[src/rtl/ars_consts.vh]
// constants for the amplifier reset and register-default block
// assumes inclusion by ars_reset_ctrl.v only, not by ars_sync.v
`ifndef ARS_CONSTS_VH
`define ARS_CONSTS_VH
// bank geometry
`define ARS_ADDR_W 3
`define ARS_DATA_W 8
`define ARS_NUM_REGS 8
// address of the control byte holding software shutdown
`define ARS_ADDR_CTRL 3'h0
// bit positions inside the control byte
`define ARS_BIT_SWSD 0
`define ARS_BIT_SPK_EN 1
`define ARS_BIT_HP_EN 2
// address of the limiter byte and lock bit position
`define ARS_ADDR_LIM 3'h1
`define ARS_BIT_LOCK 7
// default of the control byte: shutdown set, amplifiers off
`define ARS_CTRL_DEFAULT 8'h01
// default of every other byte
`define ARS_OTHER_DEFAULT 8'h00
// minimum valid reset low time in microseconds, clock in MHz
`define ARS_RESET_MIN_US 1000
`define ARS_CLK_MHZ 100
`endif

[src/rtl/ars_reset_ctrl.v]
// reset control and default-valued register bank of the amplifier
// assumes a two-wire slave front end presenting one-cycle write/read strobes on CLK
// Function
// - while reset is low the amplifiers are off and every register holds its default.
// - reset clears the limiter write lock so the limiter byte can be written again.
// - register writes are refused while reset is low and accepted once it is high, except limiter-byte writes while its lock bit is set.
// - after reset the device starts in software shutdown with that bit set.
`timescale 1ns/100ps
`default_nettype none
`include "ars_consts.vh"
module ars_reset_ctrl #(
  parameter MIN_LOW_CYCLES = `ARS_RESET_MIN_US * `ARS_CLK_MHZ
) (
  // clock and logic reset
  input wire CLK,
  input wire RESET_N,
  // device reset pin, asynchronous to CLK
  input wire RST_PIN_N,
  // register write and read from the bus front end
  input wire WR_EN,
  input wire [`ARS_ADDR_W-1:0] WR_ADDR,
  input wire [`ARS_DATA_W-1:0] WR_DATA,
  input wire RD_EN,
  input wire [`ARS_ADDR_W-1:0] RD_ADDR,
  output reg [`ARS_DATA_W-1:0] RD_DATA,
  output reg RD_VALID,
  // status and amplifier controls
  output reg WR_REFUSED,
  output reg IN_RESET,
  output reg RESET_VALID,
  output reg SOFTWARE_SHUTDOWN,
  output reg LIMITER_WRITE_LOCK,
  output reg SPK_ENABLE,
  output reg HP_ENABLE,
  output reg [`ARS_DATA_W-2:0] LIMITER_SETTING
);
  reg [`ARS_DATA_W-1:0] bank [0:`ARS_NUM_REGS-1];
  reg [31:0] low_count;
  reg was_low;
  wire pin_level;
  wire pin_low;
  wire wr_ok;
  wire lim_frozen;
  integer i;
  // next values of the registered outputs
  reg [`ARS_DATA_W-1:0] next_rd_data;
  reg next_rd_valid;
  reg next_wr_refused;
  reg next_in_reset;
  reg next_sd;
  reg next_lock;
  reg next_spk;
  reg next_hp;
  reg [`ARS_DATA_W-2:0] next_lim;
  // reset values of the bank kept in one place
  localparam [`ARS_DATA_W-1:0] other_def = `ARS_OTHER_DEFAULT;
  localparam [`ARS_DATA_W-1:0] ctrl_def = `ARS_CTRL_DEFAULT;

  // default value of one register address
  function [`ARS_DATA_W-1:0] reg_default;
    input [`ARS_ADDR_W-1:0] a;
    begin
      if (a == `ARS_ADDR_CTRL) begin
        reg_default = `ARS_CTRL_DEFAULT;
      end else begin
        reg_default = `ARS_OTHER_DEFAULT;
      end
    end
  endfunction

  // amplifier enable: never in reset or software shutdown
  function amp_on;
    input held;
    input [`ARS_DATA_W-1:0] ctrl;
    input integer en_bit;
    begin
      amp_on = !held && !ctrl[`ARS_BIT_SWSD] && ctrl[en_bit];
    end
  endfunction

  // true when a write aims at the limiter byte while it is locked
  function lim_write_blocked;
    input [`ARS_ADDR_W-1:0] a;
    input [`ARS_DATA_W-1:0] lim_byte;
    begin
      lim_write_blocked = (a == `ARS_ADDR_LIM) && lim_byte[`ARS_BIT_LOCK];
    end
  endfunction

  // pin synchroniser
  ars_sync u_sync (
    .clk(CLK),
    .reset_n(RESET_N),
    .pin(RST_PIN_N),
    .level(pin_level)
  );

  // pin low or logic reset both hold the device in reset
  assign pin_low = !RESET_N || !pin_level;
  // limiter byte is frozen while its lock bit is set
  assign lim_frozen = lim_write_blocked(WR_ADDR, bank[`ARS_ADDR_LIM]);
  // writes land only outside reset; a write during reset is lost, not queued
  assign wr_ok = !pin_low && WR_EN && !lim_frozen;

  // register bank: defaults while reset low, writes only when high
  always @(posedge CLK) begin
    if (pin_low) begin
      for (i = 0; i < `ARS_NUM_REGS; i = i + 1) begin
        bank[i] <= reg_default(i[`ARS_ADDR_W-1:0]);
      end
    end else if (wr_ok) begin
      bank[WR_ADDR] <= WR_DATA;
    end
  end

  // low-time measurement for the valid-reset flag
  always @(posedge CLK) begin
    if (!RESET_N) begin
      low_count <= 32'h0000_0000;
      was_low <= 1'b0;
      RESET_VALID <= 1'b0;
    end else if (!pin_level) begin
      was_low <= 1'b1;
      if (low_count < MIN_LOW_CYCLES) begin
        low_count <= low_count + 32'h0000_0001;
      end
    end else begin
      if (was_low) begin
        RESET_VALID <= (low_count >= MIN_LOW_CYCLES);
      end
      was_low <= 1'b0;
      low_count <= 32'h0000_0000;
    end
  end

  // next output values
  // pin_low gates shutdown, lock and both enables (not the limiter setting) so the amps drop in the same cycle
  // as the bank reload, before the stale bank bits could leak out
  always @* begin
    next_rd_valid = RD_EN;
    next_rd_data = other_def;
    if (RD_EN) begin
      next_rd_data = bank[RD_ADDR]; // same-cycle write: old value read
    end
    next_wr_refused = WR_EN && !wr_ok;
    next_in_reset = pin_low;
    next_sd = pin_low | bank[`ARS_ADDR_CTRL][`ARS_BIT_SWSD];
    next_lock = !pin_low & bank[`ARS_ADDR_LIM][`ARS_BIT_LOCK];
    next_spk = amp_on(pin_low, bank[`ARS_ADDR_CTRL], `ARS_BIT_SPK_EN);
    next_hp = amp_on(pin_low, bank[`ARS_ADDR_CTRL], `ARS_BIT_HP_EN);
    next_lim = bank[`ARS_ADDR_LIM][`ARS_DATA_W-2:0];
  end

  // read port: data only while valid, zero otherwise
  always @(posedge CLK) begin
    if (!RESET_N) begin
      RD_DATA <= other_def;
      RD_VALID <= 1'b0;
    end else begin
      RD_DATA <= next_rd_data;
      RD_VALID <= next_rd_valid;
    end
  end

  // one-cycle pulse for a dropped write
  always @(posedge CLK) begin
    if (!RESET_N) begin
      WR_REFUSED <= 1'b0;
    end else begin
      WR_REFUSED <= next_wr_refused;
    end
  end

  // reset status and software shutdown
  // shutdown comes up set so the amps stay quiet until software clears it
  always @(posedge CLK) begin
    if (!RESET_N) begin
      IN_RESET <= 1'b1;
      SOFTWARE_SHUTDOWN <= ctrl_def[`ARS_BIT_SWSD];
    end else begin
      IN_RESET <= next_in_reset;
      SOFTWARE_SHUTDOWN <= next_sd;
    end
  end

  // limiter lock and setting
  always @(posedge CLK) begin
    if (!RESET_N) begin
      LIMITER_WRITE_LOCK <= other_def[`ARS_BIT_LOCK];
      LIMITER_SETTING <= other_def[`ARS_DATA_W-2:0];
    end else begin
      LIMITER_WRITE_LOCK <= next_lock;
      LIMITER_SETTING <= next_lim;
    end
  end

  // amplifier enables, off in reset or software shutdown
  always @(posedge CLK) begin
    if (!RESET_N) begin
      SPK_ENABLE <= 1'b0;
      HP_ENABLE <= 1'b0;
    end else begin
      SPK_ENABLE <= next_spk;
      HP_ENABLE <= next_hp;
    end
  end
endmodule // ars_reset_ctrl
`default_nettype wire

[src/rtl/ars_sync.v]
// three-flop synchroniser for the external reset pin
// assumes one clock domain, CLK, and a pin from outside it
`timescale 1ns/100ps
`default_nettype none
module ars_sync (
  input wire clk,
  input wire reset_n,
  input wire pin,
  output reg level
);
  reg s1;
  reg s2;
  reg s3;
  // three stages; level changes when the second and third agree
  always @(posedge clk) begin
    if (!reset_n) begin
      s1 <= 1'b0;
      s2 <= 1'b0;
      s3 <= 1'b0;
      level <= 1'b0;
    end else begin
      s1 <= pin;
      s2 <= s1;
      s3 <= s2;
      if (s2 == s3) begin
        level <= s3;
      end
    end
  end
endmodule // ars_sync
`default_nettype wire

[config.mk]
export PLATFORM = sky130hd
export DESIGN_NAME = ars_reset_ctrl
export DESIGN_NICKNAME = d
export VERILOG_FILES = /design/src/rtl/ars_reset_ctrl.v /design/src/rtl/ars_sync.v
export VERILOG_INCLUDE_DIRS = /design/src /design/src/rtl
export SDC_FILE = /design/constraint.sdc
export NUM_CORES = 1
export LEC_CHECK = 0
export ABC_CLOCK_PERIOD_IN_PS = 2700
export BUFFER_PORTS_ARGS = -buffer_cell sky130_fd_sc_hd__buf_2
export CAP_MARGIN = 15
export CORE_ASPECT_RATIO = 0.5
export CORE_MARGIN = 2
export CORE_UTILIZATION = 30
export DETAILED_ROUTE_END_ITERATION = 8
export PLACE_DENSITY = 0.43
export SYNTH_ARGS = -nofsm -noshare
export SYNTH_HDL_FRONTEND = slang
export SYNTH_SLANG_ARGS = --single-unit
[constraint.sdc]
create_clock -name CLK -period 2.7 [get_ports CLK]
set_input_delay 0.81 -clock CLK [delete_from_list [all_inputs] [get_ports CLK]]
set_output_delay 0.81 -clock CLK [all_outputs]
set_load 0.01 [all_outputs]
==> run metrics <==
Mapped Cells slightly below 400; Seq cells post-synth about 120; Synth area leaders edfxtp_1 38%, dfxtp_1 24%, and2_1 11%, mux4_2 7.2%, mux2i_1 2.0%; core area approximately 16000 µm²; post-CTS sizing 0; fmax roughly 460 MHz; initial detailed-routing violation count between 150 and 200; Sink Count between 100 and 150; Seq/Total Area, Yosys 0.6221; worst path arrival time 2510 ps; total of max-cap violations 0; via total after detailed routing between 3000 and 4000; Routed WL approximately 11000 µm; Synthesized Nets ~410; Pins Over Slew Limit 0; Final ANT Viol Nets 0; DIE WIDTH roughly 190 µm; CTS buffer count 17; Switch Pwr approximately 930 µW; CP peak stage delay ~480 ps; Slowest-stage cell, CP or4b_1; Clk pin slew, worst setup/hold paths about 60 ps; drt pass-1 iters 4; Hold Buf Count CTS 0; pin count of the biggest net entering global routing 17; num rows 33; # nets final around 480; part of the power in registers 0.460; PD cells roughly 700 nW/µm²; commonest non-fill, non-tap cell in the layout and2_1; CTS root buf clkbuf_16; area share of the largest cell type after synthesis 0.3829; switch share 0.2151; Fin. Hold Viols 0; CTS max path bufs 2; Tmin final 2178 ps; area grow syn2layout 23.80%; Max transition margin 0.6683; Comb pwr share 0.024; CP required about 3000 ps; Worst setup SP type flip-flop; maximum vdd drop 0.0004909 V; final setup fails 0; Die Y about 95 µm; clk_lat worst skew 400 ps; Initial Util 0.3062; period utilization 0.8068; initial antenna violation count 0; RSZ-0062 raised after global routing false; GRT Total Usage 0.1321; Vias/cell about 4.4; # Post-CTS Setup Buffers 0; crit path kind flip-flop to flip-flop; Ant. Diodes 0; Synth cell types 43; synthesis warning total 0; port bufs 41; Pleak between 2 and 2.5 nW; mean post-synth cell area approximately 13 µm²; worst hold path type flip-flop to flip-flop; Setup TNS Final 0 ps; CP max FO 4; Power Internal around 3.4 mW; DRC viols 0; most frequent cells in the layout 89 x and2_1, 64 x edfxtp_1, 60 x dfxtp_1; CP Capture Type flip-flop; slew of the pin with the lowest slew margin 495.7 ps; Critical Path, Cell by Cell nor4_1 -> nand4_1 -> a2111oi_4 -> or4b_1 -> a21oi_1; Die Area 17850 µm²; global-route wire length before repair around 18000 µm; final core utilization 0.3791; # IOs 42; share of cells above drive strength 1 0.2495; outcome finished clean; Post-Syn Area ~5000 µm²; Final HPWL DP 8166 µm; DR WL/cell 15.58 µm; CTS H-tree lvls 4; Placer Congestion 0.7256; clock share of power 0.516; Congestion Overflow GR 0; CTS tree yes; cell taking the most area after synthesis edfxtp_1; vias in the first global route 3200; Clock Skews around 11 ps
## metal layers
metal / vias up / share of wire / track usage
met3: 7 / 0.037 / 0.03865
met1: 1492 / 0.51 / 0.1756
met2: 31 / 0.44 / 0.2094
met5: - / 0 / 0
met4: 0 / 0.0095 / 0.04167
li1: 1564 / - / -
## through the flow
step / setup slack [ps] / area (µm²) / hold WS [ps] / instances / power [mW]
after detailed placement: 389.4 / 5623 / 422.5 / 668 / 2.126
after global routing: 283.7 / 6215 / 460.8 / 700 / 4.462
after CTS: 519.4 / 6215 / 444.4 / 700 / 4.359
after floorplan: 371.5 / 5020 / 411.9 / 390 / 2.071
after global placement: 441.6 / 5623 / 431.3 / 668 / 2.126
final: 521.7 / 6215 / 438.2 / 700 / 4.305
## registers in the layout (all words and copies together) (netlist names)
name,flops
SPK_ENABLE,1
WR_REFUSED,1
RD_VALID,1
u_sync.level,1
u_sync.s2,1
LIMITER_SETTING,7
SOFTWARE_SHUTDOWN,1
u_sync.s3,1
HP_ENABLE,1
low_count,32
bank,64
was_low,1
RD_DATA,8
LIMITER_WRITE_LOCK,1
IN_RESET,1
RESET_VALID,1
u_sync.s1,1
## synthesized netlist by cell type, drive strengths merged
cell type,count
and2,89
edfxtp,64
dfxtp,60
nor2,23
mux4,16
a21oi,13
inv,13
o21ai,11
mux2i,10
nand2,10
nand3,10
clkbuf,8
nand2b,7
nand4,6
nor4,6
o31ai,4
or4,4
buf,3
nor3,3
o41ai,3
or4b,3
a21o,2
and3,2
ha,2
or3,2
xnor2,2
a2111oi,1
a211oi,1
a311oi,1
a41oi,1
and4,1
mux2,1
nand3b,1
nor2b,1
o2111ai,1
o211ai,1
o21a,1
o311ai,1
o31a,1
or2,1
## power groups by stage
stage / clock network [mW] / registers (mW) / logic (mW)
final: 2.22 / 1.98 / 0.103
after global placement: 0 / 2.02 / 0.107
after floorplan: 0 / 2.02 / 0.0522
after global routing: 2.37 / 1.98 / 0.116
after CTS: 2.27 / 1.98 / 0.107
after detailed placement: 0 / 2.02 / 0.107
## final timing paths
check	from	end	slack, ps	cells after the start
worst min-delay path	u_sync.s1$_SDFF_PN0_	u_sync.s2$_SDFF_PN0_	440	1
worst max-delay path	low_count[24]$_SDFFE_PP0N_	low_count[11]$_SDFFE_PP0N_	520	5
worst min register to register	u_sync.s1$_SDFF_PN0_	u_sync.s2$_SDFF_PN0_	440	1
worst max register to register	low_count[24]$_SDFFE_PP0N_	low_count[11]$_SDFFE_PP0N_	520	5
## cell families after synthesis
| kind of cell | Yosys count | synth area share |
|---|---|---|
| buffers and inverters | 24 | 0.01844 |
| XOR/XNOR | 2 | 0.003490 |
| flip-flops | 124 | 0.6221 |
| AND/OR/NAND/NOR | 169 | 0.1982 |
| AO/OA/AOI/OAI | 42 | 0.05882 |
| multiplexers | 27 | 0.09397 |
| adder cells (fa/ha/maj) | 2 | 0.004984 |
## worst max-delay path: cells and delay by family (launching register included)
family / cells / cell delay, ps
compound gates: 2 / 570
flops: 1 / 310
simple gates: 3 / 1230
## final cells by class
| cell class | count | area, µm² |
|---|---|---|
| fill | 1601 | 10180 |
| clock inverter | 11 | 77.57 |
| clock buffer | 21 | 514.2 |
| timing repair buffer | 62 | 362.8 |
| tap | 227 | 284.0 |
| sequential | 124 | 3123 |
| multi-input combinational | 242 | 1804 |
| inverter | 13 | 48.80 |
(Power assumes the default switching activity.)
